--- src/hdl/pfs_pkg.sv ---
package pfs_pkg;
  localparam logic [11:0] PFS_OFF_CONTROL = 12'h000;
  localparam logic [11:0] PFS_OFF_KEY = 12'h004;
  localparam logic [11:0] PFS_OFF_PAGE = 12'h008;
  localparam logic [11:0] PFS_OFF_OFFSET = 12'h00C;
  localparam logic [11:0] PFS_OFF_TABLE_WRITE = 12'h010;
  localparam logic [11:0] PFS_OFF_STATUS = 12'h014;
  localparam int PFS_BIT_START = 15;
  localparam int PFS_BIT_FLASH_WRITE_ENABLE = 14;
  localparam int PFS_BIT_ERASE = 6;
  localparam logic [3:0] PFS_OP_ROW_PROGRAM = 4'h1;
  localparam logic [3:0] PFS_OP_PAGE_ERASE = 4'h2;
  localparam logic [7:0] PFS_KEY_FIRST = 8'h55;
  localparam logic [7:0] PFS_KEY_SECOND = 8'hAA;
  localparam logic [15:0] PFS_CONTROL_RESET = 16'h0000;
  localparam int PFS_ROW_WORDS = 64;
  localparam int PFS_PAGE_ROWS = 8;
  localparam int PFS_PAGE_WORDS = PFS_ROW_WORDS * PFS_PAGE_ROWS;
  localparam int PFS_ERASE_TIME_US = 20;
  localparam int PFS_PROGRAM_TIME_US = 2;
  localparam int PFS_CLK_MHZ = 20;
  localparam int PFS_ERASE_CYCLES = PFS_ERASE_TIME_US * PFS_CLK_MHZ;
  localparam int PFS_PROGRAM_CYCLES = PFS_PROGRAM_TIME_US * PFS_CLK_MHZ;

  typedef struct packed {
    logic req;
    logic erase;
    logic [15:0] addr;
    logic [23:0] data;
  } pfs_flash_s;
endpackage

--- src/hdl/pfs_unlock.sv ---
`timescale 1ns/100ps
// tracks the two-write key sequence; any other register write breaks it
module pfs_unlock
  import pfs_pkg::*;
(
  input wire logic pclk,
  input wire logic presetn,
  input wire logic key_wr,
  input wire logic other_wr,
  input wire logic [7:0] key_data,
  input wire logic consume,
  output logic armed
);
  logic [1:0] st_q;
  logic [1:0] st_d;

  always_comb
  begin
    st_d = st_q;
    if (consume || other_wr)
      st_d = 2'h0;
    else if (key_wr)
    begin
      if (key_data == PFS_KEY_FIRST)
        st_d = 2'h1;
      else if (key_data == PFS_KEY_SECOND && st_q == 2'h1)
        st_d = 2'h2;
      else
        st_d = 2'h0;
    end
  end

  always_ff @(posedge pclk or negedge presetn)
  begin
    if (!presetn)
      st_q <= 2'h0;
    else
      st_q <= st_d;
  end

  assign armed = (st_q == 2'h2);
endmodule

--- src/hdl/pfs_sequencer.sv ---
// Local design decisions: the APB interface to the registers and the placing of the registers.
`timescale 1ns/100ps
// Behaviour
// - program one row per cycle; row write only into an erased page; here a cycle sends only PROGRAM_CYCLES words, 40 of the 64 by default
// - erase page spans eight rows, 512 instructions
// - erase page chosen by dummy table write at page pointer and offset; here offset bits 15:9 alone pick it
// - operation proceeds only after keys 0x55 then 0xAA
// - start bit 15 begins armed cycle and stalls the cpu
// - start bit clears itself when the cycle completes
// - latch buffer holds 64 instructions loaded by table writes
module pfs_sequencer
  import pfs_pkg::*;
#(
  parameter int ERASE_CYCLES = PFS_ERASE_CYCLES,
  parameter int PROGRAM_CYCLES = PFS_PROGRAM_CYCLES
)
(
  input wire logic pclk,
  input wire logic presetn,
  input wire logic psel,
  input wire logic penable,
  input wire logic pwrite,
  input wire logic [11:0] paddr,
  input wire logic [31:0] pwdata,
  output logic [31:0] prdata,
  output logic pready,
  output logic pslverr,
  output logic cpu_stall,
  output pfs_pkg::pfs_flash_s flash_out
);
  import pfs_pkg::*;

  typedef enum logic [2:0] {
    PFS_IDLE = 3'b001,
    PFS_ERASE = 3'b010,
    PFS_PROG = 3'b100
  } pfs_state_e;

  pfs_state_e st_q, st_d;
  logic [15:0] ctl_q, ctl_d;
  logic [15:0] page_q, page_d;
  logic [15:0] offs_q, offs_d;
  logic [15:0] erase_base_q, erase_base_d;
  logic erase_sel_q, erase_sel_d;
  logic [7:0] erased_q, erased_d;
  logic [15:0] cnt_q, cnt_d;
  logic [5:0] idx_q, idx_d;
  logic [23:0] latch_q [PFS_ROW_WORDS];
  logic [63:0] lvalid_q, lvalid_d;
  logic refused_q, refused_d;
  logic [31:0] prdata_q, prdata_d;
  logic pready_q, pready_d;
  logic pslverr_q, pslverr_d;
  logic stall_q, stall_d;
  pfs_flash_s fl_q, fl_d;
  logic armed;
  logic setup, wr_acc, start_req, key_wr, other_wr, consume;

  function automatic logic [6:0] page_of(input logic [15:0] a);
    page_of = a[15:9];
  endfunction

  function automatic logic mapped(input logic [11:0] a);
    mapped = (a == PFS_OFF_CONTROL) || (a == PFS_OFF_KEY) || (a == PFS_OFF_PAGE) ||
             (a == PFS_OFF_OFFSET) || (a == PFS_OFF_TABLE_WRITE) || (a == PFS_OFF_STATUS);
  endfunction

  // no wait states: setup cycle decides, first access cycle completes
  assign setup = psel && !penable;
  assign wr_acc = psel && penable && pready_q && pwrite && !pslverr_q;
  assign key_wr = wr_acc && paddr == PFS_OFF_KEY;
  assign other_wr = wr_acc && paddr != PFS_OFF_KEY && paddr != PFS_OFF_CONTROL;
  assign start_req = wr_acc && paddr == PFS_OFF_CONTROL && pwdata[PFS_BIT_START] &&
                     st_q == PFS_IDLE;
  assign consume = wr_acc && paddr == PFS_OFF_CONTROL;

  pfs_unlock u_unlock (
    .pclk(pclk),
    .presetn(presetn),
    .key_wr(key_wr),
    .other_wr(other_wr),
    .key_data(pwdata[7:0]),
    .consume(consume),
    .armed(armed)
  );

  always_comb
  begin
    st_d = st_q;
    ctl_d = ctl_q;
    page_d = page_q;
    offs_d = offs_q;
    erase_base_d = erase_base_q;
    erase_sel_d = erase_sel_q;
    erased_d = erased_q;
    cnt_d = cnt_q;
    idx_d = idx_q;
    lvalid_d = lvalid_q;
    refused_d = refused_q;
    fl_d = '0;
    pready_d = 1'b0;
    pslverr_d = 1'b0;
    prdata_d = prdata_q;
    if (setup && !pready_q)
    begin
      pready_d = 1'b1;
      pslverr_d = !mapped(paddr) || (pwrite && paddr == PFS_OFF_STATUS);
      prdata_d = 32'h0000_0000;
      unique case (paddr)
        PFS_OFF_CONTROL: prdata_d = {16'h0000, ctl_q};
        PFS_OFF_PAGE: prdata_d = {16'h0000, page_q};
        PFS_OFF_OFFSET: prdata_d = {16'h0000, offs_q};
        PFS_OFF_STATUS: prdata_d = {22'h000000, refused_q, armed, erased_q};
        default: prdata_d = 32'h0000_0000;
      endcase
    end
    if (wr_acc)
    begin
      unique case (paddr)
        PFS_OFF_CONTROL:
        begin
          ctl_d = {ctl_q[PFS_BIT_START], pwdata[14:0]};
          if (start_req)
          begin
            ctl_d[PFS_BIT_START] = 1'b0;
            refused_d = 1'b1;
            if (armed && pwdata[PFS_BIT_FLASH_WRITE_ENABLE])
            begin
              if (pwdata[PFS_BIT_ERASE] && pwdata[3:0] == PFS_OP_PAGE_ERASE && erase_sel_q)
              begin
                ctl_d[PFS_BIT_START] = 1'b1;
                refused_d = 1'b0;
                st_d = PFS_ERASE;
                cnt_d = 16'(ERASE_CYCLES);
              end
              else if (!pwdata[PFS_BIT_ERASE] && pwdata[3:0] == PFS_OP_ROW_PROGRAM &&
                       erased_q[offs_q[8:6]] && page_of(offs_q) == page_of(erase_base_q))
              begin
                ctl_d[PFS_BIT_START] = 1'b1;
                refused_d = 1'b0;
                st_d = PFS_PROG;
                cnt_d = 16'(PROGRAM_CYCLES);
                idx_d = 6'h00;
              end
            end
          end
        end
        PFS_OFF_PAGE: page_d = pwdata[15:0];
        PFS_OFF_OFFSET: offs_d = pwdata[15:0];
        PFS_OFF_TABLE_WRITE:
        begin
          erase_base_d = {offs_q[15:9], 9'h000};
          erase_sel_d = 1'b1;
          lvalid_d[offs_q[5:0]] = 1'b1;
        end
        default: ;
      endcase
    end
    unique case (st_q)
      PFS_IDLE: ;
      PFS_ERASE:
      begin
        fl_d.req = (cnt_q == 16'(ERASE_CYCLES));
        fl_d.erase = 1'b1;
        fl_d.addr = erase_base_q;
        cnt_d = cnt_q - 16'h0001;
        if (cnt_q == 16'h0001)
        begin
          st_d = PFS_IDLE;
          ctl_d[PFS_BIT_START] = 1'b0;
          erased_d = 8'hFF;
          erase_sel_d = 1'b0;
        end
      end
      PFS_PROG:
      begin
        // row words streamed one per cycle while the PROGRAM_CYCLES count runs, which is the whole program delay; words past the count are not sent
        // a latch is released once sent, so the parked last index is never sent twice
        fl_d.req = lvalid_q[idx_q];
        fl_d.addr = {offs_q[15:6], idx_q};
        fl_d.data = latch_q[idx_q];
        lvalid_d[idx_q] = 1'b0;
        if (idx_q != 6'h3F)
          idx_d = idx_q + 6'h01;
        cnt_d = cnt_q - 16'h0001;
        if (cnt_q == 16'h0001)
        begin
          st_d = PFS_IDLE;
          ctl_d[PFS_BIT_START] = 1'b0;
          erased_d[offs_q[8:6]] = 1'b0;
          lvalid_d = '0;
        end
      end
      default: st_d = PFS_IDLE;
    endcase
    stall_d = (st_d != PFS_IDLE);
  end

  always_ff @(posedge pclk or negedge presetn)
  begin
    if (!presetn)
    begin
      st_q <= PFS_IDLE;
      ctl_q <= PFS_CONTROL_RESET;
      page_q <= 16'h0000;
      offs_q <= 16'h0000;
      erase_base_q <= 16'h0000;
      erase_sel_q <= 1'b0;
      erased_q <= 8'h00;
      cnt_q <= 16'h0000;
      idx_q <= 6'h00;
      lvalid_q <= '0;
      refused_q <= 1'b0;
      prdata_q <= 32'h0000_0000;
      pready_q <= 1'b0;
      pslverr_q <= 1'b0;
      stall_q <= 1'b0;
      fl_q <= '0;
    end
    else
    begin
      st_q <= st_d;
      ctl_q <= ctl_d;
      page_q <= page_d;
      offs_q <= offs_d;
      erase_base_q <= erase_base_d;
      erase_sel_q <= erase_sel_d;
      erased_q <= erased_d;
      cnt_q <= cnt_d;
      idx_q <= idx_d;
      lvalid_q <= lvalid_d;
      refused_q <= refused_d;
      prdata_q <= prdata_d;
      pready_q <= pready_d;
      pslverr_q <= pslverr_d;
      stall_q <= stall_d;
      fl_q <= fl_d;
    end
  end

  // latch array has no reset: contents only count where lvalid is set
  always_ff @(posedge pclk)
  begin
    if (wr_acc && paddr == PFS_OFF_TABLE_WRITE)
      latch_q[offs_q[5:0]] <= pwdata[23:0];
  end

  always_comb
  begin
    cpu_stall = stall_q;
    prdata = prdata_q;
    pready = pready_q;
    pslverr = pslverr_q;
    flash_out = fl_q;
  end

  property p_start_stall;
    @(posedge pclk) disable iff (!presetn)
    $rose(ctl_q[PFS_BIT_START]) |-> cpu_stall;
  endproperty
  a_start_stall: assert property (p_start_stall) else $error("start without stall");

  property p_self_clear;
    @(posedge pclk) disable iff (!presetn)
    $fell(cpu_stall) |-> !ctl_q[PFS_BIT_START];
  endproperty
  a_self_clear: assert property (p_self_clear) else $error("start bit not cleared");

  property p_no_key;
    @(posedge pclk) disable iff (!presetn)
    (start_req && !armed) |=> (st_q == PFS_IDLE && refused_q);
  endproperty
  a_no_key: assert property (p_no_key) else $error("unkeyed start accepted");

  property p_keyed;
    @(posedge pclk) disable iff (!presetn)
    (st_q == PFS_IDLE && $past(st_q) == PFS_IDLE && st_d != PFS_IDLE) |-> armed;
  endproperty
  a_keyed: assert property (p_keyed) else $error("cycle started without keys");

  property p_prog_erased;
    @(posedge pclk) disable iff (!presetn)
    (st_q == PFS_PROG) |-> (erased_q[offs_q[8:6]] || cnt_q == 16'h0000);
  endproperty
  a_prog_erased: assert property (p_prog_erased) else $error("row program into unerased page");

  property p_erase_all;
    @(posedge pclk) disable iff (!presetn)
    (st_q == PFS_ERASE && cnt_q == 16'h0001) |=> (erased_q == 8'hFF && !cpu_stall);
  endproperty
  a_erase_all: assert property (p_erase_all) else $error("erase did not clear page");

  property p_erase_addr;
    @(posedge pclk) disable iff (!presetn)
    (flash_out.req && flash_out.erase) |-> (flash_out.addr[8:0] == 9'h000);
  endproperty
  a_erase_addr: assert property (p_erase_addr) else $error("erase not page aligned");

  property p_prog_done;
    @(posedge pclk) disable iff (!presetn)
    (st_q == PFS_PROG && cnt_q == 16'h0001) |=> (lvalid_q == 64'h0);
  endproperty
  a_prog_done: assert property (p_prog_done) else $error("latches not released");
endmodule

--- config.mk ---
export PLATFORM = sky130hd
export DESIGN_NAME = pfs_sequencer
export DESIGN_NICKNAME = d
export VERILOG_FILES = /design/src/hdl/pfs_pkg.sv /design/src/hdl/pfs_unlock.sv /design/src/hdl/pfs_sequencer.sv
export SDC_FILE = /design/constraint.sdc
export NUM_CORES = 2
export LEC_CHECK = 0
export BUFFER_PORTS_ARGS = -buffer_cell sky130_fd_sc_hd__buf_2
export CAP_MARGIN = 15
export CORE_ASPECT_RATIO = 1.75
export CORE_MARGIN = 1
export CORE_UTILIZATION = 43
export DETAILED_ROUTE_END_ITERATION = 8
export PLACE_DENSITY_LB_ADDON = 0.3
export SYNTH_ARGS = -nofsm -noshare
export SYNTH_HDL_FRONTEND = slang
export SYNTH_SLANG_ARGS = --single-unit
--- constraint.sdc ---
create_clock -name pclk -period 3.5 [get_ports pclk]
set_input_delay 0.35 -clock pclk [delete_from_list [all_inputs] [get_ports pclk]]
set_output_delay 0.35 -clock pclk [all_outputs]
set_load 0.05 [all_outputs]
---- Yosys cells after proc, flatten, opt, wreduce, memory -nomap -nowiden ----
Memories as Yosys holds them, arrays and structs flattened.
Cells that the tools add are included.
word-level totals
  register bits ........................... 233
  RAM bits ................................ 1536
  input port bits ......................... 49
  output and inout bits ................... 77
  word-level logic and storage cells ...... 178
  memories ................................ 1
memory list
  name     words  width  rd ports  clocked after memory_dff  write ports  RTL line             RTL
  latch_q  64     24     1         0                         1            pfs_sequencer.sv:48  logic [23:0] latch_q [PFS_ROW_WORDS];
cells by class
  add/subtract/negate cells ............... 2
  order comparisons ....................... 6
  eq/ne operators ......................... 22
  multiplexer cells ....................... 68
  bitwise logic cells ..................... 5
  reduce and logical (&&, ||, !) cells .... 53
operator list
  operator                                                    number
  2-to-1 mux 64 bit                                           4
  2-to-1 mux 16 bit                                           9
  AND 64 bit                                                  1
  inverter 64 bit                                             1
  bitwise OR 64 bit                                           1
  case mux 16 bit (4 select lines)                            1
  2-to-1 mux 6 bit                                            8
  case mux 16 bit (2 select lines)                            1
  equality test 12 x 4 -> 1 bit, second input constant        2
  equality test 12 x 5 -> 1 bit, second input constant        2
  logical AND 1 bit                                           24
  2-to-1 mux 24 bit                                           1
  2-to-1 mux 1 bit                                            23
  2-to-1 mux 3 bit                                            7
  equality test 16 x 1 -> 1 bit, second input constant        1
  equality test 16 x 9 -> 1 bit, second input constant        1
  2-to-1 mux 8 bit                                            2
  case mux 8 bit (2 select lines)                             1
  subtractor 16 x 1 -> 16 bit, second input constant          1
  less-than comparator 6 x 7 -> 1 bit, second input constant  2
  demux 1 bit (select 6 bit)                                  2
  equality test 12 x 3 -> 1 bit, second input constant        1
  >= comparator 6 x 1 -> 1 bit, second input constant         2
  logical NOT 12 bit                                          1
  other kinds (34)                                            57

---- Depth between registers and ports, before layout ----
  word-level depth ........................ 13
  depth in mapped cells ................... 11
  depth with buffers taken out ............ 7

---- By module ----
From an unflattened synthesis, not the netlist that was laid out.
second synthesis, totals
  cell total of the unflattened synthesis .. 3959
  area, all modules ....................... 69191.4 sq um
by module, submodules not included
  module         times used  cells an instance  area each (sq um)  seq. area each (sq um)
  pfs_sequencer  1           3945               69032.5            51505.6
  pfs_unlock     1           14                 158.9              50.0

---- Worst setup path after synthesis ----
OpenSTA, ideal clock, no wires.
  kind .................................... register to register
  start point ............................. register pready_q, in the netlist pready
  end point ............................... memory latch_q[0][0] (enable)
  setup time .............................. 0.406 ns
  arrival time ............................ 2.921 ns
  required time ........................... 3.094 ns
  path slack .............................. 0.172 ns
  cell stages (with the launch flop) ...... 7
  buffers on the path ..................... 1
  period minus slack after synthesis ...... 3.328 ns
  cell sequence ........................... dfrtp_1 -> and4b_1 -> nand2_1 -> nor3_2 -> buf_4 -> nand3b_1 -> nor2_1
between the ends
  longest elaborated chain between the ends .. 6
ends and longest elaborated chain
  item                                    RTL line              RTL
  start: declaration                      pfs_sequencer.sv:52   logic pready_q, pready_d;
  start signal: assignment                pfs_sequencer.sv:234  pready_q <= pready_d;
  logical AND 1 bit (3 in a row)          pfs_sequencer.sv:70   assign wr_acc = psel && penable && pready_q && pwrite && !pslverr_q;
  logical AND 1 bit                       pfs_sequencer.sv:244  if (wr_acc && paddr == PFS_OFF_TABLE_WRITE)
  2-to-1 mux 1 bit                        pfs_sequencer.sv:244
  2-to-1 mux 1 bit (not written as such)  pfs_sequencer.sv:245  latch_q[offs_q[5:0]] <= pwdata[23:0];
  end: declaration                        pfs_sequencer.sv:48
Every way passes these cells.

==> summary.txt <==
Outcome
  – Outcome: complete, no violations

Timing
  – RSZ-0062 raised after global routing: no
  – Setup_tns: 0 ps
  – Fin. Hold Viols: 0
  – F_max: 0.299 GHz
  – Slew Limit Fails: 0
  – Final worst slack: ~150 ps
  – Worst-margin pin slew: 1240 ps
  – Final min period: 3350 ps
  – Worst Skew: 50.0 ps
  – Final setup fails: 0
  – Period utilization: 95.7%
  – Max transition margin: 17.4%

Worst setup path
  – CP top delay family: compound AO/OA/AOI/OAI gates
  – Critical-path cell list: buf_12 > nor2b_4 > buf_4 > a22oi_1 > a21oi_1 > o21ai_0 > buf_4 > o2111ai_1 > o31a_1
  – R2R setup slack: about 150 ps
  – Setup crit end: flash_out[0]
  – Crit path from: idx_q[0]
  – Critical path buffers and inverters: 3
  – R2r startpoint: idx_q[0]
  – Most frequent CP cell: buf_4
  – CP endpoint kind: register
  – CP required: 4260 ps
  – Crit-path max cell delay: 850 ps
  – Worst Reg-to-Reg Cells: 9
  – Reg-to-Reg End: flash_out[0]
  – Setup CP Type: reg -> reg
  – CP startpoint kind: register
  – Crit-path max FO: 21
  – Crit path arrival time: 4110 ps
  – Slowest cell on crit path: nor2b_4
  – Cell count along the critical path: 9

Route
  – DR WL/cell: 35.8 µm
  – Drc violations: 0
  – Via count: 42300
  – Vias per std cell: 6.42
  – 1st-pass router iterations: 8
  – Final ANT Viol Nets: 0
  – DR iter-0 viols: 5130
  – Wirelength, routed: 236000 µm

Yosys
  – Synthesized netlist cell count: 3976
  – Post-synth ARST share: 12.4%
  – EDFF count, synth: 1536
  – Top_reg_cell synth: edfxtp_1
  – Synth top area cells: edfxtp_1, dfrtp_1, mux4_2
  – Top post-synthesis cells by count: edfxtp_1, dfrtp_1, mux2i_1
  – Yosys top cell area share: 66.9%
  – Yosys reg bits: 1753
  – Mapped Area: 0.0689 mm²
  – Yosys warnings: 0
  – Top-count cell post-synth: edfxtp_1
  – Syn_area_per_cell: between 15 and 20 µm²
  – Yosys cell types: 87
  – Seq/Total Area, Yosys: 74.8%
  – Area leader, netlist: edfxtp_1

Die
  – Die W: 305 µm
  – Initial Util: 43.2%
  – Total I/O pin count: 126
  – Rows: 194
  – Die height: approximately 530 µm
  – Core area: 0.159 mm²
  – Die Footprint: 0.162 mm²

Clock network
  – CTS tree: built
  – CTS buffer count: 160
  – Post_cts resized: 0
  – Clock Latency Late Sink: 820 ps
  – H-tree depth: 4
  – Maximum clock path buffer count: 4
  – Clk sinks: 1753
  – Reg clk slew, reported paths: 70 ps
  – Root Buffer: clkbuf_16

Power
  – Sw power: 8.23 mW
  – Sw frac: 20.4%
  – Pint: 32.1 mW
  – Combinational cell fraction of total power: 1.5%
  – Clock Power Share: 42.2%
  – Sequential power share: 56.3%
  – Worst IR drop on VDD: 0.377 mV
  – PwrDens: about 500 mW/mm²
  – Static Leak: 28.6 nW

Placed design
  – Routability cong.: 0.966
  – Pre-CTS setup slack: 230 ps
  – Post-DP HPWL: between 150000 and 200000 µm
  – PortBufs: approximately 100

Global routing
  – Global-route wire length before repair: approximately 330000 µm
  – Grt ovf: 0
  – Initial antenna violation count: 13
  – Vias in the first global route: 41400
  – Total track usage: between 20% and 30%
  – Largest net degree at the start of global routing: 104

Cells and area
  – Area growth from synthesis to layout: 16.1%
  – Multi-input gate area: 0.0162 mm²
  – FILL cells: ~13000
  – Nets: between 4000 and 5000
  – Layout cell share with drive strength beyond 1: 25.4%
  – Register Area: between 0.05 and 0.06 mm²

Min path
  – HP Class: in -> reg

Job
  – MaxCap Viol Count: 0
[worst min path at each step]
stage                            end  slack [ps]        from  cells past startpoint
finish              u_unlock.st_q[0]          40      pwrite                      3
global route         latch_q[15][14]          30  pwdata[14]                      1
CTS                 u_unlock.st_q[0]          10      pwrite                      3
detailed placement         prdata[2]         470   prdata[2]                      2
global placement          prdata[14]         470  prdata[14]                      2
floorplan                   cnt_q[0]          50     presetn                      0
[power groups by stage]
stage               sequential [mW]  clock [mW]  combinational, mW
finish                         22.7        17.0              0.598
global route                   22.7        17.9              0.628
CTS                            22.7        17.2              0.603
detailed placement             23.2           0              0.600
global placement               23.2           0              0.580
floorplan                      23.2           0             0.0784
[timing repair]
item | 4_1_cts | 5_1_grt
buffers inserted | 0 | 0
hold buffers | 4 | 0
endpoints found under the hold margin | 104 | 0
[registers in the layout (all words and copies together) (netlist names), 2 cells and up]
name           flops
erased_q           8
ctl_q             16
st_q               3
erase_base_q       7
offs_q            16
cnt_q             16
lvalid_q          64
u_unlock.st_q      2
flash_out         42
latch_q         1536
page_q            16
idx_q              6
prdata            16
[cells in the final DEF, fill, tap and decap left out, types with 119 or more instances in the layout]
master / netlist / final
o21ai_0: 170 / 170
mux4_2: 134 / 134
buf_4: 60 / 379
edfxtp_1: 1536 / 1536
mux2_2: 143 / 143
clkbuf_16: 0 / 162
a21oi_1: 122 / 122
mux2i_1: 201 / 201
nand2_1: 148 / 148
dfrtp_1: 216 / 213
a221oi_1: 119 / 119
[cell families after synthesis]
| family | Yosys count | synth area share [%] |
|---|---|---|
| flops | 1753 | 74.8 |
| other cells | 1 | 0.00544 |
| fa+ha+maj | 3 | 0.0545 |
| buf+inv | 299 | 2.19 |
| xor+xnor | 12 | 0.152 |
| simple gates | 498 | 3.52 |
| mux | 478 | 9.63 |
| compound gates | 932 | 9.66 |
[layer usage]
layer	vias up	wire [µm]	global-route usage, %
met5	-	61	0
met4	10	22300	22.9
li1	17000	-	-
met1	21900	79300	33.6
met3	751	20100	4.86
met2	2617	114000	47.7
[worst register-to-register path, stage by stage, from the launching register on]
cell	delay [ps]
dfrtp_4	680
buf_12	290
nor2b_4	860
buf_4	340
a22oi_1	110
a21oi_1	400
o21ai_0	200
buf_4	210
o2111ai_1	90
o31a_1	140
[stage by stage]
stage               hold WS [ps]  cells  power (mW)  cell area, µm²  util (%)
finish                      36.5   6595        40.4           80000      50.2
global route                31.3   6590        41.2           80000      50.2
CTS                         12.4   6589        40.5           80000      50.2
detailed placement           471   6302        23.8           75000      47.0
global placement             467   6301        23.8           75000      47.0
floorplan                   54.4   3991        23.3           69000         -
[layout make-up]
type / count / area share, %
inverters: 11 / 0.0579
multi-input cells: 1939 / 20.3
flip-flops and latches: 1753 / 64.5
repair buffers: 545 / 5.78
clock buffers: 198 / 5.34
diodes: 6 / 0.0188
clock inverters: 85 / 0.838
well taps: 2058 / 3.22
Power figures use the tool's default switching activity.
